## src/core/hpd_pkg.sv

```systemverilog
// Constants, register map and types for the bridge protection block.
// Assumes a 100 MHz clock; times are held in microseconds.
package hpd_pkg;
    localparam int CLK_MHZ        = 100;
    localparam int CNT_W          = 16;
    // Chopper blanking time
    localparam int BLANK_US       = 11;
    localparam int BLANK_CYC      = BLANK_US * CLK_MHZ;
    // Least time between two chopper transitions
    localparam int TRANS_US       = 90;
    localparam int TRANS_CYC      = TRANS_US * CLK_MHZ;
    // Short filter time and peer switch-off delay
    localparam int FILT_US        = 2;
    localparam int FILT_CYC       = FILT_US * CLK_MHZ;
    localparam int DEL_US         = 1;
    localparam int DEL_CYC        = DEL_US * CLK_MHZ;
    // Longest enable/disable delay per slew rate
    localparam int DDIS_FAST_US   = 20;
    localparam int DDIS_FAST_CYC  = DDIS_FAST_US * CLK_MHZ;
    localparam int DDIS_SLOW_US   = 75;
    localparam int DDIS_SLOW_CYC  = DDIS_SLOW_US * CLK_MHZ;
    // Register map, byte addresses
    localparam int ADDR_W         = 8;
    localparam logic [7:0] REG_CTRL  = 8'h00;
    localparam logic [7:0] REG_STAT  = 8'h04;
    localparam logic [7:0] REG_FAULT = 8'h08;
    // Control fields
    localparam int CTRL_SINGLE    = 0;
    localparam int CTRL_CL_LO     = 1;
    localparam int CTRL_CL_HI     = 2;
    localparam int CTRL_SLOW      = 3;
    localparam logic [1:0] CL_RST = 2'h2;
    // Status fields
    localparam int ST_SCG         = 0;
    localparam int ST_SCB         = 2;
    localparam int ST_OT          = 4;
    localparam int ST_UV          = 5;
    localparam int ST_OL          = 6;
    localparam int ST_CHOP        = 8;
    localparam int ST_FLAG        = 10;
    localparam int ST_EN          = 11;
    localparam int ST_RED         = 12;
    typedef enum logic [2:0] {
        CHP_IDLE  = 3'b001,
        CHP_BLANK = 3'b010,
        CHP_FORCE = 3'b100
    } hpd_chop_t;
endpackage : hpd_pkg

```

## src/core/hpd_core.sv

```systemverilog
// Bridge protection, current chopper and diagnosis logic with a Wishbone slave.
// Assumes all comparator and pin inputs are synchronous to clk_i.
`timescale 1ns/10ps
// Summary of operation
// - High-side overcurrent past blanking forces the opposite leg high.
// - Current below limit minus hysteresis returns forced leg to following inputs.
// - Two control bits select one of four current limits.
// - Chopper transitions are spaced by a least interval.
// - Chopping acts only in bridge mode, never in single-switch mode.
// - Between reduction start and shutdown temperature the limit is reduced.
// - High-side current above short threshold for filter time flags ground short.
// - A shorted leg is switched off at once.
// - In bridge mode the other leg follows off after a short delay.
// - In single-switch mode only the shorted leg switches off.
// - Battery shorts use the same filter, watching low-side current.
// - A short across the load sets both bits and stops both legs.
// - Overtemperature turns every output switch off.
// - Supply undervoltage stops outputs until supply recovers above on threshold.
// - In flag mode faults pull the fault flag pin low.
// - Fault flag is not pulled low below logic power-on threshold.
// - Open-load sources run only while disabled by inputs, not after shorts.
// - Open-load sources stay off in status flag mode.
// - Bridge open load means leg A below and leg B above reference.
// - Single-switch open load means both leg comparators read low.
// - Each fault is evaluated only in the switch state that shows it.
// - Enable or disable changes complete within 20 or 75 microseconds.
module hpd_core #(
    parameter logic [15:0] TRANS_CYC_P     = 16'(hpd_pkg::TRANS_CYC),
    parameter logic [15:0] DDIS_SLOW_CYC_P = 16'(hpd_pkg::DDIS_SLOW_CYC)
) (
    input  wire logic                       clk_i,
    input  wire logic                       rst_i,
    input  wire logic                       cyc_i,
    input  wire logic                       stb_i,
    input  wire logic                       we_i,
    input  wire logic [hpd_pkg::ADDR_W-1:0] adr_i,
    input  wire logic [3:0]                 sel_i,
    input  wire logic [31:0]                dat_i,
    output logic      [31:0]                dat_o,
    output logic                            ack_o,
    input  wire logic                       input_one_i,
    input  wire logic                       input_two_i,
    input  wire logic                       bridge_enable_n_i,
    input  wire logic                       bridge_off_pin_i,
    input  wire logic                       io_supply_pin_i,
    input  wire logic                       upper_over_lim_a_i,
    input  wire logic                       upper_over_lim_b_i,
    input  wire logic                       upper_below_hys_a_i,
    input  wire logic                       upper_below_hys_b_i,
    input  wire logic                       upper_short_a_i,
    input  wire logic                       upper_short_b_i,
    input  wire logic                       lower_short_a_i,
    input  wire logic                       lower_short_b_i,
    input  wire logic                       temp_reduce_i,
    input  wire logic                       temp_shutdown_i,
    input  wire logic                       vs_below_off_i,
    input  wire logic                       vs_above_on_i,
    input  wire logic                       vdd_mon_fault_i,
    input  wire logic                       vdd_below_por_i,
    input  wire logic                       leg_a_low_cmp_i,
    input  wire logic                       leg_b_low_cmp_i,
    input  wire logic                       leg_a_high_cmp_i,
    input  wire logic                       leg_b_high_cmp_i,
    output logic                            upper_switch_a_o,
    output logic                            lower_switch_a_o,
    output logic                            upper_switch_b_o,
    output logic                            lower_switch_b_o,
    output logic [1:0]                      limit_sel_o,
    output logic                            limit_reduce_o,
    output logic                            diag_src_en_o,
    output logic                            fault_flag_pin_o,
    output logic                            fault_flag_pin_oe_o
);
    import hpd_pkg::*;

    // Control register
    logic              single_r;
    logic [1:0]        cl_r;
    logic              slow_r;
    // Fault state
    logic [1:0]        scg_r;
    logic [1:0]        scb_r;
    logic [1:0]        ol_r;
    logic              uv_r;
    logic              peer_off_r;
    logic [CNT_W-1:0]  dly_cnt_r;
    // Enable delay
    logic              en_eff_r;
    logic [CNT_W-1:0]  en_cnt_r;
    // Chopper per leg
    hpd_chop_t         chop_st_r [2];
    hpd_chop_t         chop_nxt  [2];
    logic [CNT_W-1:0]  blank_cnt_r [2];
    logic [CNT_W-1:0]  gap_cnt_r [2];
    logic [1:0]        gap_done;

    // Leg vectors
    wire [1:0] leg_in    = {input_two_i, input_one_i};
    wire [1:0] over_lim  = {upper_over_lim_b_i, upper_over_lim_a_i};
    wire [1:0] below_hys = {upper_below_hys_b_i, upper_below_hys_a_i};
    wire [1:0] up_short  = {upper_short_b_i, upper_short_a_i};
    wire [1:0] lo_short  = {lower_short_b_i, lower_short_a_i};
    wire [1:0] up_on     = {upper_switch_b_o, upper_switch_a_o};
    wire [1:0] lo_on     = {lower_switch_b_o, lower_switch_a_o};
    logic [1:0] scg_hit;
    logic [1:0] scb_hit;

    // Bus decode
    wire        wb_req    = cyc_i & stb_i & !ack_o;
    wire        wb_wr     = wb_req & we_i & sel_i[0];
    wire        hit_ctrl  = (adr_i == REG_CTRL);
    wire        hit_stat  = (adr_i == REG_STAT);
    wire        hit_fault = (adr_i == REG_FAULT);
    wire [3:0]  fault_clr = (wb_wr && hit_fault) ? dat_i[3:0] : 4'h0;

    // Shutdown causes
    wire        en_req    = !bridge_enable_n_i & !bridge_off_pin_i;
    wire        any_short = |{scg_r, scb_r};
    wire        across    = (scg_r[0] & scb_r[1]) | (scg_r[1] & scb_r[0]);
    wire [1:0]  own_short = scg_r | scb_r;
    wire        global_ok = en_eff_r & !uv_r & !temp_shutdown_i & !vdd_mon_fault_i;
    logic [1:0] leg_run;
    logic [1:0] forced_hi;
    logic [1:0] drive_hi;

    // single mode stops only own leg; across-load stops both
    assign leg_run[0] = global_ok & !own_short[0] & !across & !(!single_r & peer_off_r);
    assign leg_run[1] = global_ok & !own_short[1] & !across & !(!single_r & peer_off_r);
    // forcing from the opposite leg's chopper
    assign forced_hi  = {chop_st_r[0] == CHP_FORCE, chop_st_r[1] == CHP_FORCE};
    assign drive_hi   = forced_hi | leg_in;

    // Enable delay bound per slew rate
    wire [CNT_W-1:0] en_dly  = slow_r ? DDIS_SLOW_CYC_P : CNT_W'(DDIS_FAST_CYC);
    wire             en_done = (en_cnt_r >= en_dly - CNT_W'(2));

    // Fault flag and diagnosis sources
    wire flag_mode = !io_supply_pin_i;
    wire flag_cond = uv_r | !en_req | vdd_mon_fault_i | any_short | temp_shutdown_i;
    wire diag_on   = !en_req & !en_eff_r & !any_short & !flag_mode;
    wire [1:0] ol_single = {!leg_b_high_cmp_i & !leg_b_low_cmp_i,
                            !leg_a_high_cmp_i & !leg_a_low_cmp_i};
    wire       ol_bridge = !leg_a_low_cmp_i & leg_b_low_cmp_i;
    wire [1:0] ol_nxt    = !diag_on ? 2'h0 : (single_r ? ol_single : {1'b0, ol_bridge});

    // Read mux
    wire [31:0] stat_word = 32'({limit_reduce_o, en_eff_r,
                                 fault_flag_pin_oe_o, forced_hi[1], forced_hi[0], ol_r,
                                 uv_r, temp_shutdown_i, scb_r, scg_r});
    wire [31:0] ctrl_word = 32'({slow_r, cl_r, single_r});
    wire [31:0] rd_word   = hit_ctrl  ? ctrl_word :
                            hit_stat  ? stat_word :
                            hit_fault ? 32'({scb_r, scg_r}) : 32'h0000_0000;

    genvar g;
    generate
        for (g = 0; g < 2; g++) begin : g_leg
            // ground short watched while upper switch conducts
            // battery short watched while lower switch conducts
            hpd_short_filter #(.FILT(FILT_CYC)) u_scg (
                .clk_i  (clk_i),
                .rst_i  (rst_i),
                .arm_i  (up_on[g]),
                .over_i (up_short[g]),
                .hit_o  (scg_hit[g])
            );
            hpd_short_filter #(.FILT(FILT_CYC)) u_scb (
                .clk_i  (clk_i),
                .rst_i  (rst_i),
                .arm_i  (lo_on[g]),
                .over_i (lo_short[g]),
                .hit_o  (scb_hit[g])
            );

            assign gap_done[g] = (gap_cnt_r[g] >= TRANS_CYC_P);

            always_comb begin
                chop_nxt[g] = chop_st_r[g];
                unique case (chop_st_r[g])
                    CHP_IDLE: begin
                        if (over_lim[g] && up_on[g]) begin
                            chop_nxt[g] = CHP_BLANK;
                        end
                    end
                    CHP_BLANK: begin
                        if (!over_lim[g]) begin
                            chop_nxt[g] = CHP_IDLE;
                        end else if (blank_cnt_r[g] >= CNT_W'(BLANK_CYC) && gap_done[g]) begin
                            chop_nxt[g] = CHP_FORCE;
                        end
                    end
                    CHP_FORCE: begin
                        if (below_hys[g] && gap_done[g]) begin
                            chop_nxt[g] = CHP_IDLE;
                        end
                    end
                    default: chop_nxt[g] = CHP_IDLE;
                endcase
                if (single_r) begin
                    chop_nxt[g] = CHP_IDLE;
                end
            end

            always_ff @(posedge clk_i) begin
                if (rst_i) begin
                    chop_st_r[g]   <= CHP_IDLE;
                    blank_cnt_r[g] <= '0;
                    gap_cnt_r[g]   <= TRANS_CYC_P;
                end else begin
                    chop_st_r[g]   <= chop_nxt[g];
                    blank_cnt_r[g] <= (chop_st_r[g] == CHP_BLANK) ?
                                      blank_cnt_r[g] + CNT_W'(1) : '0;
                    if ((chop_nxt[g] == CHP_FORCE) != (chop_st_r[g] == CHP_FORCE)) begin
                        gap_cnt_r[g] <= '0;
                    end else if (!gap_done[g]) begin
                        gap_cnt_r[g] <= gap_cnt_r[g] + CNT_W'(1);
                    end
                end
            end
        end
    endgenerate

    // Register interface
    always_ff @(posedge clk_i) begin
        if (rst_i) begin
            ack_o    <= 1'b0;
            dat_o    <= 32'h0000_0000;
            single_r <= 1'b0;
            cl_r     <= CL_RST;
            slow_r   <= 1'b0;
        end else begin
            ack_o <= wb_req;
            dat_o <= wb_req ? rd_word : 32'h0000_0000;
            if (wb_wr && hit_ctrl) begin
                single_r <= dat_i[CTRL_SINGLE];
                cl_r     <= dat_i[CTRL_CL_HI:CTRL_CL_LO];
                slow_r   <= dat_i[CTRL_SLOW];
            end
        end
    end

    // Short latches and peer switch-off
    always_ff @(posedge clk_i) begin
        if (rst_i) begin
            scg_r      <= 2'h0;
            scb_r      <= 2'h0;
            peer_off_r <= 1'b0;
            dly_cnt_r  <= '0;
        end else begin
            scg_r <= scg_hit | (scg_r & ~fault_clr[1:0]);
            scb_r <= scb_hit | (scb_r & ~fault_clr[3:2]);
            if (!any_short) begin
                dly_cnt_r  <= '0;
                peer_off_r <= 1'b0;
            end else if (dly_cnt_r < CNT_W'(DEL_CYC - 1)) begin
                dly_cnt_r <= dly_cnt_r + CNT_W'(1);
            end else begin
                peer_off_r <= 1'b1;
            end
        end
    end

    // Undervoltage hysteresis, enable delay, diagnosis
    always_ff @(posedge clk_i) begin
        if (rst_i) begin
            uv_r     <= 1'b0;
            en_eff_r <= 1'b0;
            en_cnt_r <= '0;
            ol_r     <= 2'h0;
        end else begin
            // off below off threshold, back above on threshold
            if (vs_below_off_i) begin
                uv_r <= 1'b1;
            end else if (vs_above_on_i) begin
                uv_r <= 1'b0;
            end
            if (en_req == en_eff_r) begin
                en_cnt_r <= '0;
            end else if (en_done) begin
                en_eff_r <= en_req;
                en_cnt_r <= '0;
            end else begin
                en_cnt_r <= en_cnt_r + CNT_W'(1);
            end
            // bridge decode; single decode; only when inactive
            ol_r <= ol_nxt;
        end
    end

    // Output stage and pins
    always_ff @(posedge clk_i) begin
        if (rst_i) begin
            upper_switch_a_o    <= 1'b0;
            lower_switch_a_o    <= 1'b0;
            upper_switch_b_o    <= 1'b0;
            lower_switch_b_o    <= 1'b0;
            limit_sel_o         <= CL_RST;
            limit_reduce_o      <= 1'b0;
            diag_src_en_o       <= 1'b0;
            fault_flag_pin_o    <= 1'b0;
            fault_flag_pin_oe_o <= 1'b0;
        end else begin
            // every switch off on overtemperature via leg_run
            upper_switch_a_o    <= leg_run[0] & drive_hi[0];
            lower_switch_a_o    <= leg_run[0] & !drive_hi[0];
            upper_switch_b_o    <= leg_run[1] & drive_hi[1];
            lower_switch_b_o    <= leg_run[1] & !drive_hi[1];
            limit_sel_o         <= cl_r;
            // limit reduction in the warm band
            limit_reduce_o      <= temp_reduce_i & !temp_shutdown_i;
            // sources only while disabled by inputs
            diag_src_en_o       <= diag_on;
            fault_flag_pin_o    <= 1'b0;
            fault_flag_pin_oe_o <= flag_mode & flag_cond & !vdd_below_por_i;
        end
    end
endmodule : hpd_core

```

## src/core/hpd_short_filter.sv

```systemverilog
// Short-circuit current filter for one switch.
// Assumes the comparator input is synchronous to clk_i.
`timescale 1ns/10ps
module hpd_short_filter #(
    parameter int FILT = hpd_pkg::FILT_CYC
) (
    input  wire logic clk_i,
    input  wire logic rst_i,
    input  wire logic arm_i,
    input  wire logic over_i,
    output logic      hit_o
);
    import hpd_pkg::*;

    logic [CNT_W-1:0] cnt_r;
    logic [CNT_W-1:0] cnt_nxt;
    wire              run_w  = arm_i & over_i;
    wire              done_w = (cnt_r == CNT_W'(FILT - 1));

    assign cnt_nxt = !run_w ? '0 : (done_w ? cnt_r : cnt_r + CNT_W'(1));

    always_ff @(posedge clk_i) begin
        if (rst_i) begin
            cnt_r <= '0;
            hit_o <= 1'b0;
        end else begin
            cnt_r <= cnt_nxt;
            hit_o <= run_w & done_w & !hit_o;
        end
    end
endmodule : hpd_short_filter

```

## config.mk

```make
export PLATFORM = sky130hd
export DESIGN_NAME = hpd_core
export DESIGN_NICKNAME = d
export VERILOG_FILES = /design/src/core/hpd_pkg.sv /design/src/core/hpd_core.sv /design/src/core/hpd_short_filter.sv
export SDC_FILE = /design/constraint.sdc
export NUM_CORES = 1
export LEC_CHECK = 0
export ABC_AREA = 0
export BUFFER_PORTS_ARGS = -buffer_cell sky130_fd_sc_hd__buf_2
export CAP_MARGIN = 15
export CORE_MARGIN = 2
export CORE_UTILIZATION = 55
export DETAILED_ROUTE_END_ITERATION = 10
export GPL_ROUTABILITY_DRIVEN = 0
export PLACE_DENSITY = 0.73
export SLEW_MARGIN = 5
export SYNTH_ARGS = -nofsm -noshare
export SYNTH_HDL_FRONTEND = slang
export SYNTH_SLANG_ARGS = --single-unit
```

## constraint.sdc

```tcl
create_clock -name clk_i -period 2.6 [get_ports clk_i]
set_input_delay 0.52 -clock clk_i [delete_from_list [all_inputs] [get_ports clk_i]]
set_output_delay 0.52 -clock clk_i [all_outputs]
set_load 0.01 [all_outputs]
```

# == Yosys cells after proc, flatten, opt, wreduce, memory -nomap -nowiden ==
# Memories as Yosys holds them, arrays and structs flattened.
# Index checks and enable logic that the tools add are counted.
# Widths: inputs -> output; s select.
# totals
register_bits,155
ramBits,70
in_bits,72
output_inout_bits,43
elab_cells,237
memories,3
# mem_list
name,words,word_bits,read_ports,rd_clocked_by_memory_dff,write_ports,line,source
blank_cnt_r,2,16,2,0,2,hpd_core.sv:93,logic [CNT_W-1:0] blank_cnt_r [2];
gap_cnt_r,2,16,2,0,2,hpd_core.sv:94,logic [CNT_W-1:0] gap_cnt_r [2];
chop_st_r,2,3,2,0,2,hpd_core.sv:91,hpd_chop_t chop_st_r [2];
# classes
addsub,11
magnitude_cmp,6
eq_ne,17
muxes,47
bitwise,72
n_reduce_logical,49
# op_table
cell,count
$add 16x1->16 const B,10
$mux 16,8
$eq 16x8->1 const B,4
$and 1x1->1,42
$mux 3,12
$ge 16x11->1 const B,2
$ge 16x14->1 const B,2
$logic_not 1->1,26
$mux 13,2
$mux 1,20
$pmux 3 s3,2
$ge 16x16->1,1
$lt 16x7->1 const B,1
$reduce_or 2->1,7
$sub 13x2->14 const B,1
$or 1x1->1,13
$eq 3x3->1 const B,4
$mux 4,3
$not 1->1,9
$reduce_or 3->1,3
$eq 8x3->1 const B,1
$eq 8x4->1 const B,1
$logic_and 1x1->1,8
$logic_not 8->1,1
10 further kinds,19

# == Longest topological paths before layout ==
# Gate-level depths: netlist of run 1.
# An unclocked memory read counts as a cell.
# depth
depth_word,14
ltp_mapped,8
mapped_depth_nobuf,7

# == Modules after synthesis ==
# From an unflattened synthesis of run 1, not the netlist that was laid out.
# hier_totals
hier_cells,1031
hier_area_um2,9586.7
# modules_own_cells
module,instances,cells_each,area_each_um2,seq_area_each_um2
hpd_core,1,666,6318.6,3083.0
hpd_short_filter at g_leg[0].u_scb ...,3,93,820.8,340.3
hpd_short_filter at g_leg[1].u_scg,1,86,805.8,340.3

# == Least setup slack after synthesis of run 1 ==
# Ideal clock, no wire load.
# synth_path
path_type,in2reg
start,input port rst_i
end,"memory gap_cnt_r[1][0], enable pin"
setup_time_ns,0.377
arrival_time_ns,1.757
required_ns,2.223
slack_ns,0.467
stages,4
n_path_buf,3
path_cell_list,clkbuf_1 clkbuf_1 clkbuf_1 nand4b_1
# synth_rtl
element,line,source
"start, declared",hpd_core.sv:32,"input wire logic rst_i,"
"end, declared",hpd_core.sv:94,

# == Worst setup path in the final report of run 1 ==
# layout_path
start,register slow_r
end,register en_cnt_r[5]
# layout_between
elab_chain_cells,4
# layout_lines
element,line,source
"start, declared",hpd_core.sv:79,logic slow_r;
"start signal, assigned",hpd_core.sv:237,slow_r <= dat_i[CTRL_SLOW];
$mux 13,hpd_core.sv:134,wire [CNT_W-1:0] en_dly = slow_r ? DDIS_SLOW_CYC_P : CNT_W'(DDIS_FAST_CYC);
$sub 13x2->14,hpd_core.sv:135,wire en_done = (en_cnt_r >= en_dly - CNT_W'(2));
$ge 16x16->1,hpd_core.sv:135,
$reduce_or 3->1 (no source line),n/a,
"end signal, assigned",hpd_core.sv:283,en_cnt_r <= en_cnt_r + CNT_W'(1);
"end, declared",hpd_core.sv:89,logic [CNT_W-1:0] en_cnt_r;
# Every way passes these cells.
# A chain may end at the register's enable or synchronous reset.

==> results of run 1 <==
## per-layer routing
metal / share of wire / track usage / vias up
met5: 0 / 0 / -
met4: 0.017 / 0.0496 / 0
met3: 0.055 / 0.0341 / 25
met2: 0.45 / 0.316 / 135
met1: 0.48 / 0.268 / 3159
li1: - / - / 3518
## registers in the layout (all words and copies together) (netlist names), 2 cells and up
signal and count:
g_leg.u_scb.hit_o 2, dat_o 13, ol_r 2, scg_r 2, chop_st_r 6, g_leg.u_scb.cnt_r 32
g_leg.u_scg.cnt_r 32, blank_cnt_r 32, gap_cnt_r 32, g_leg.u_scg.hit_o 2, scb_r 2, dly_cnt_r 16
en_cnt_r 16, limit_sel_o 2, cl_r 2
## placed cells by master (no fill, tap or decap), types with 26 or more instances in the layout
| cell | Yosys | final |
|---|---|---|
| xnor2_1 | 57 | 57 |
| nor2_1 | 179 | 179 |
| nand3_1 | 52 | 52 |
| conb_1 | 1 | 26 |
| nand4_1 | 26 | 26 |
| dfxtp_1 | 174 | 174 |
| buf_2 | 1 | 63 |
| xor2_1 | 59 | 59 |
| a21oi_1 | 32 | 32 |
| inv_1 | 35 | 35 |
| o21ai_0 | 26 | 26 |
| edfxtp_1 | 32 | 32 |
| nand2_1 | 56 | 56 |
## metrics by stage
step | cell area (sq um) | worst slack (ns)
finish | 10400 | 0.365
global route | 10400 | 0.211
CTS | 10400 | 0.350
detailed placement | 9640 | 0.319
global placement | 9640 | 0.320
floorplan | 9200 | 0.467
## logic make-up after synthesis
logic type	count (synthesis)
AND/OR/NAND/NOR	467
flip-flops	206
XOR/XNOR	116
AO/OA/AOI/OAI	92
buffers and inverters	74
adder cells (fa/ha/maj)	21
multiplexers	13
other	1
## cell type report
| type | instances | share of cell area |
|---|---|---|
| multi-input combinational | 735 | 0.422 |
| clock inverter | 14 | 0.0153 |
| timing repair buffer | 74 | 0.0383 |
| tap | 220 | 0.0265 |
| antenna | 1 | 0.000241 |
| inverter | 35 | 0.0126 |
| clock buffer | 26 | 0.0574 |
| sequential | 206 | 0.427 |
## power by group through the flow
stage	sequential [uW]	combinational (uW)	clock [uW]
final	3270	133	3200
after global placement	3340	130	0
after CTS	3270	134	3270
after floorplan	3340	92.7	0
after detailed placement	3340	132	0
after global routing	3270	148	3400
## final timing paths
kind                             start                    to  slack [ns]  cells after the start
setup / recovery                slow_r           en_cnt_r[5]        0.37                      7
hold / removal        leg_b_high_cmp_i               ol_r[1]        0.19                      2
setup reg to reg                slow_r           en_cnt_r[5]        0.37                      7
hold reg to reg   g_leg[1].u_scb.hit_o  g_leg[1].u_scb.hit_o        0.42                      1
## worst reg2reg max path, delay by kind of cell, from the launching register on
family / cells / cell delay, ns
and+or+nand+nor: 3 / 0.96
DFF: 1 / 0.47
buffers and inverters: 2 / 0.40
adders and majority gates: 1 / 0.19
AOI/OAI and AO/OA: 1 / 0.16
==> results_dict.tcl, run 1 <==
set metrics [dict create \
    die_width_microns 133 \
    synthAdderAreaFrac 0.0289 \
    critPathLaunchType "flip-flop" \
    die_h_microns 133 \
    overflow 0 \
    pwr-share-clk 0.485 \
    fin_cells 1311 \
    cp.buffers_inverters 2 \
    hold_ws_ns 0.188 \
    hold_path_class "in2reg" \
    synth-edff-count 32 \
    io_pins 115 \
    tns_ns 0 \
    post_cts_resized 0 \
    drt-total-wl_microns 17300 \
    fmax_ghz 0.447 \
    max-slew-margin-rel 0.520 \
    yosysTopAreaCellShare 0.383 \
    cp_max_fo 8 \
    switchingPower_uw 1350 \
    grt_usage 0.194 \
    grt_pass1_wl_microns 28900 \
    switching_share 0.205 \
    slowest_delay_ns 0.51 \
    cts_buffers 22 \
    drt.antenna.violating_nets 0 \
    path_class "reg2reg" \
    clk_pin_slew_worst_paths_ns 0.06 \
    crit_chain "inv_1 > ha_1 > or4_1 > a21oi_1 > nand4b_1 > buf_4 > nor2_1" \
    insertion_delay_ns 0.51 \
    cp_top_family "simple AND/OR/NAND/NOR gates" \
    synth_seq_cells 206 \
    drtIter0Drc 350 \
    synth_compound_area_frac 0.0617 \
    placed_cells 1270 \
    internal-power_uw 5250 \
    synth_area_sq_um 9100 \
    cts-hold-fix-buffers 0 \
    syn2layout_area_growth_pct 14.2 \
    synthMuxAreaShare 0.0143 \
    critPathSlowestCell "or4_1" \
    drv_slew 0 \
    end_kind "flip-flop" \
    grt_antenna_before_repair 1 \
    min_period_ns 2.23 \
    required_ns 3.05 \
    tightest_slew_ns 0.713 \
    ys_seq_area_frac 0.488 \
    fillers 1431 \
    drive_gt1_frac 0.108 \
    drc 0 \
    fin_skew_ns 0.0206 \
    num_rows 47 \
    synthFlopType "dfxtp_1" \
    max_cap_violations 0 \
    netlist_instances 990 \
    avgSynthCellArea_sq_um 9.19 \
    core_area_sq_um 16300 \
    p_leak_uw 0.00379 \
    numPortBuffers 63 \
    cts_tree "yes" \
    p_per_area_nw_per_um2 635 \
    htree_levels 1 \
    pwr-share-comb 0.020 \
    fin_crit_sh 0.860 \
    seq_area_sq_um 4440 \
    pwr-share-seq 0.495 \
    final_util 0.636 \
    multi_input_area_sq_um 4390 \
    clk_path_buf_depth 3 \
    post_cts_buffers 0 \
    clkSinkCount 206 \
    vdd_drop_max_mv 0.450 \
    grt_pass1_vias 6224 \
    vias 6837 \
    yosysWarnings 0 \
    synth_top_family_by_area "simple AND/OR/NAND/NOR gates" \
    yosys.cell_types.count 54 \
    rsz0062_at_grt "no" \
    firstDrtPassIters 5 \
    finalSetupViolCount 0 \
    grt_start_max_net_pins 18 \
    synthTopCellsByCount "179 x nor2_1, 174 x dfxtp_1, 59 x xor2_1" \
    wl_per_cell_microns 13.2 \
    yosys.area_share.xor_xnor 0.112 \
    synth-simple-area-share 0.255 \
    dieArea_sq_um 17600 \
    yosys.area.top_type "dfxtp_1" \
    worstPathArrival_ns 2.69 \
    status "complete, no violations" \
    ys_async_sr_fraction 0 \
    synth_most_common_cell "nor2_1" \
    initial_core_util 0.557 \
    hold_viol_final 0 \
    via_per_inst 5.22 \
    power.total_uw 6610 \
    root_buffer "clkbuf_16" \
    dp_hpwl_microns 12100 \
    fin_nets 1167 \
    synth_area_leaders "dfxtp_1 38%, edfxtp_1 11%, nor2_1 7.4%" \
]
Note: power is estimated with default switching activity, not from simulation.
==> run 2: changes to the inputs <==
--- a/config.mk
+++ b/config.mk
@@ -12,6 +12,7 @@
 export CORE_UTILIZATION = 55
 export DETAILED_ROUTE_END_ITERATION = 10
 export GPL_ROUTABILITY_DRIVEN = 0
+export HOLD_SLACK_MARGIN = 0.06
 export PLACE_DENSITY = 0.73
 export SLEW_MARGIN = 5
 export SYNTH_ARGS = -nofsm -noshare
==> constraint.sdc (replaced) <==
create_clock -name clk_i -period 2.44 [get_ports clk_i]
set_input_delay 0.488 -clock clk_i [delete_from_list [all_inputs] [get_ports clk_i]]
set_output_delay 0.488 -clock clk_i [all_outputs]
set_load 0.01 [all_outputs]
==> run 2 against run 1 <==
Cell count about the same. Routed wire length decreased by 1.2%. Largest cell class unchanged. Sequential share of layout area increased by 0.43 points.
==> results_dict.tcl, run 2 (same netlist as run 1, synthesis figures left out) <==
set metrics [dict create \
    drt.antenna.violating_nets 0 \
    min-delay-start "leg_b_high_cmp_i" \
    cp_max_fo 14 \
    n_antenna_cell 0 \
    tns_ns 0 \
    place_area_sq_um 9650 \
    clk_pin_slew_worst_paths_ns 0.06 \
    grt_start_max_net_pins 23 \
    path_class "reg2reg" \
    core_area_sq_um 16300 \
    finalSetupViolCount 0 \
    fillers 1453 \
    hold_ws_ns 0.146 \
    firstDrtPassIters 5 \
    grt_pass1_wl_microns 29400 \
    cts_buffers 21 \
    clkSinkCount 206 \
    rrSetupSlack_ns 0.22 \
    drive_gt1_frac 0.105 \
    clk_path_buf_depth 3 \
    hold_path_class "in2reg" \
    grt_pass1_vias 6408 \
    max-slew-margin-rel 0.547 \
    required_ns 2.78 \
    p_per_area_nw_per_um2 642 \
    fin_nets 1168 \
    post-route-cell-area_sq_um 10300 \
    initial_core_util 0.557 \
    min_period_ns 2.22 \
    dp_hpwl_microns 12000 \
    status "complete, no violations" \
    die_h_microns 133 \
    insertion_delay_ns 0.50 \
    cts-hold-fix-buffers 0 \
    holdPathStages 2 \
    worstPathArrival_ns 2.56 \
    overflow 0 \
    drv_slew 0 \
    wl_per_cell_microns 13.1 \
    layout_common_cells "179 x nor2_1, 174 x dfxtp_1, 63 x buf_2" \
    final_util 0.630 \
    htree_levels 1 \
    worstReg2RegStart "gap_cnt_r[0][10]" \
    grt_antenna_before_repair 1 \
    max_cap_violations 0 \
    worst-r2r-cell-count 4 \
    syn2layout_area_growth_pct 13.1 \
    drt-total-wl_microns 17100 \
    end_kind "flip-flop" \
    rsz0062_at_grt "no" \
    post_cts_buffers 0 \
    worstHoldEndpoint "ol_r[1]" \
    grt_usage 0.198 \
    io_pins 115 \
    fin_skew_ns 0.0153 \
    num_rows 47 \
    hold_viol_final 0 \
    root_buffer "clkbuf_16" \
    numPortBuffers 63 \
    fin_crit_sh 0.909 \
    vdd_drop_max_mv 0.509 \
    cts_tree "yes" \
    tightest_slew_ns 0.673 \
    post_cts_resized 0 \
    die_width_microns 133 \
    dieArea_sq_um 17600 \
    fmax_ghz 0.451 \
    drtIter0Drc 328 \
    final_common_cell "nor2_1" \
    via_per_inst 5.24 \
    r2r-end "gap_cnt_r[0][3]" \
    p_leak_uw 0.00374 \
    critPathLaunchType "flip-flop" \
    vias 6866 \
    drc 0 \
]
-- run 2: cell types whose count changed in the layout (fill, tap and decap cells not counted), sizes merged --
| cell | delta |
|---|---|
| bufinv | -3 |
| diode | -1 |
| clkbuf | +6 |
| clkinv | -4 |
| inv | +1 |
| clkinvlp | -2 |
| buf | +2 |
-- run 2: critical path: stages (launching register included) --
cell and delay, ns:
edfxtp_1 0.42, o31a_1 0.31, or4_1 0.61, a211o_1 0.51, o21ai_0 0.22
-- run 2: how the worst max path moves through the flow --
stage,slack [ns],startpoint,endpoint
finish,0.22,gap_cnt_r[0][10],gap_cnt_r[0][3]
global route,0.09,gap_cnt_r[0][10],gap_cnt_r[0][3]
detailed placement,0.15,adr_i[1],cl_r[1]
floorplan,0.31,gap_cnt_r[0][10],gap_cnt_r[0][0]
global placement,0.21,adr_i[1],cl_r[1]
CTS,0.23,gap_cnt_r[0][10],gap_cnt_r[0][3]
-- run 2: area by class of cell --
type	count	area, sq um	share of cell area
clock buffers	32	607	0.0590
clock inverters	6	32.5	0.00316
inverters	35	131	0.0128
multi-input cells	735	4390	0.426
flip-flops and latches	206	4440	0.432
well taps	220	275	0.0267
repair buffers	76	413	0.0401
-- run 2: through the flow --
stage / total power, uW / setup slack [ns] / std cells
6_report: 6610 / 0.222 / 1310
3_5_place_dp: 3700 / 0.155 / 1272
2_1_floorplan: 3650 / 0.311 / 1015
4_1_cts: 6680 / 0.226 / 1310
5_1_grt: 6830 / 0.0928 / 1310
3_3_place_gp: 3690 / 0.205 / 1272
-- run 2: metal layers --
| metal | track usage | share of wire | up-vias | routed length, microns |
|---|---|---|---|---|
| li1 | - | - | 3522 | - |
| met1 | 0.267 | 0.48 | 3211 | 8290 |
| met2 | 0.331 | 0.46 | 110 | 7840 |
| met3 | 0.0318 | 0.041 | 23 | 703 |
| met4 | 0.0544 | 0.016 | 0 | 278 |
| met5 | 0 | 0 | - | 0 |
-- run 2: power by group --
group | switching [uW] | internal, uW
clock network | 1270 | 1720
registers | 16.3 | 3470
logic | 83.9 | 56.0
==> run 3: changes to the inputs <==
--- a/config.mk
+++ b/config.mk
@@ -9,7 +9,8 @@
 export BUFFER_PORTS_ARGS = -buffer_cell sky130_fd_sc_hd__buf_2
 export CAP_MARGIN = 15
 export CORE_MARGIN = 2
-export CORE_UTILIZATION = 55
+export CORE_UTILIZATION = 52
+export CTS_CLUSTER_SIZE = 16
 export DETAILED_ROUTE_END_ITERATION = 10
 export GPL_ROUTABILITY_DRIVEN = 0
 export HOLD_SLACK_MARGIN = 0.06
==> constraint.sdc (replaced) <==
create_clock -name clk_i -period 2 [get_ports clk_i]
set_input_delay 0.4 -clock clk_i [delete_from_list [all_inputs] [get_ports clk_i]]
set_output_delay 0.4 -clock clk_i [all_outputs]
set_load 0.01 [all_outputs]
==> run 3 against run 2 <==
Cell area rose by 3.5%. Clock power increased by 39%. Clock-buffer cell count is 1 higher. Critical path depth rose by 2. Clock skew fell by 0.0047 ns. Die area increased by 5.6%. Register-to-register slack worse by 0.15 ns. Setup slack worse by 0.15 ns. Largest power group unchanged. Highest routed layer unchanged.
==> results_dict.tcl, run 3 (same netlist as run 1, synthesis figures left out) <==
set metrics [dict create \
    drtIter0Drc 407 \
    initial_core_util 0.530 \
    fmax_ghz 0.518 \
    fin_nets 1195 \
    syn2layout_area_growth_pct 17.1 \
    fillers 1464 \
    io_pins 115 \
    path_class "reg2reg" \
    p_per_area_nw_per_um2 805 \
    status "complete, no violations" \
    root_buffer "clkbuf_16" \
    fin_cells 1343 \
    grt_pass1_vias 6388 \
    drc 0 \
    layout_common_cells "179 x nor2_1, 174 x dfxtp_1, 63 x buf_2" \
    dpl_worst_slack_ns -0.0237 \
    cp_max_fo 5 \
    fin_skew_ns 0.0107 \
    overflow 0 \
    grt_start_max_net_pins 18 \
    clk_pin_slew_worst_paths_ns 0.06 \
    wl_per_cell_microns 13.0 \
    hold_path_class "in2reg" \
    fin_ws_ns 0.0683 \
    seq_area_sq_um 4440 \
    dieArea_sq_um 18600 \
    via_per_inst 5.17 \
    post-route-cell-area_sq_um 10700 \
    insertion_delay_ns 0.50 \
    cts_buffers 22 \
    drv_slew 0 \
    multi_input_area_sq_um 4420 \
    grt_antenna_before_repair 2 \
    drt-total-wl_microns 17400 \
    vias 6950 \
    clk_path_buf_depth 3 \
    place_area_sq_um 9850 \
    p_leak_uw 0.00393 \
    end_kind "flip-flop" \
    htree_levels 1 \
    placed_cells 1301 \
    finalSetupViolCount 0 \
    die_h_microns 136 \
    max_cap_violations 0 \
    max-slew-margin-rel 0.538 \
    dp_hpwl_microns 12200 \
    grt_pass1_wl_microns 29300 \
    worstPathArrival_ns 2.17 \
    core_area_sq_um 17200 \
    hold_viol_final 0 \
    critPathLaunchType "flip-flop" \
    num_rows 48 \
    required_ns 2.24 \
    min_period_ns 1.93 \
    rsz0062_at_grt "yes" \
    drt.antenna.violating_nets 0 \
    clkSinkCount 206 \
    tns_ns 0 \
    numPortBuffers 63 \
    firstDrtPassIters 5 \
    cts_tree "yes" \
    die_width_microns 136 \
    hold_ws_ns 0.0856 \
    grt_usage 0.189 \
    fin_crit_sh 0.966 \
    tightest_slew_ns 0.691 \
    final_common_cell "nor2_1" \
    drive_gt1_frac 0.132 \
    vdd_drop_max_mv 0.795 \
]
run 3: cell count changes in the layout (fill, tap and decap cells not counted), sizes merged:
| cell | delta |
|---|---|
| clkbuf | +1 |
| buf | +25 |
| clkinvlp | +1 |
| dlygate4sd3 | +1 |
| clkinv | -3 |
| diode | +1 |
| bufinv | +2 |
run 3: area by class of cell:
cell class,count,area share
Timing Repair Buffer,102,0.0588
Multi-Input combinational cell,735,0.415
Tap cell,225,0.0264
Inverter,35,0.0123
Sequential cell,206,0.417
Antenna cell,1,0.000235
Clock buffer,33,0.0623
Clock inverter,6,0.00810
run 3: report_power, final:
part           leakage [uW]  internal [uW]  total [uW]  switching (uW)
combinational       0.00187           83.0         188             105
sequential          0.00170           4230        4250            16.9
clock              0.000365           2560        4150            1590
run 3: final timing paths:
| check | start | endpoint | slack (ns) | cells past startpoint |
|---|---|---|---|---|
| max | gap_cnt_r[0][10] | gap_cnt_r[0][9] | 0.07 | 6 |
| min | leg_b_low_cmp_i | ol_r[1] | 0.09 | 2 |
| max reg2reg | gap_cnt_r[0][10] | gap_cnt_r[0][9] | 0.07 | 6 |
| min reg2reg | ol_r[0] | dat_o[6] | 0.43 | 1 |
run 3: stage by stage:
| stage | utilization | power [uW] |
|---|---|---|
| final | 0.620 | 8580 |
| after global routing | 0.620 | 8850 |
| after CTS | 0.618 | 8670 |
| after detailed placement | 0.574 | 4520 |
| after global placement | 0.574 | 4520 |
| after floorplan | - | 4460 |
run 3: per-layer routing:
metal  vias up  wire, microns  GRT usage
met5         -              0          0
li1       3598              -          -
met1      3200           8260      0.258
met2       127           8160      0.314
met3        25            672     0.0298
met4         0            330     0.0503
run 3: repair_timing:
action / 4_1_cts / 5_1_grt
buffers inserted: 0 / 1
setup endpoints to repair: 5 / 40
hold buffers: 1 / 0
hold endpoints to repair: 1 / 0
resized for setup: 1 / 11
run 3: critical path, stage by stage (launching register included):
cell	delay [ns]
edfxtp_1	0.38
o31a_1	0.31
or4_4	0.50
buf_6	0.14
a31oi_1	0.12
buf_4	0.16
o21ai_0	0.07
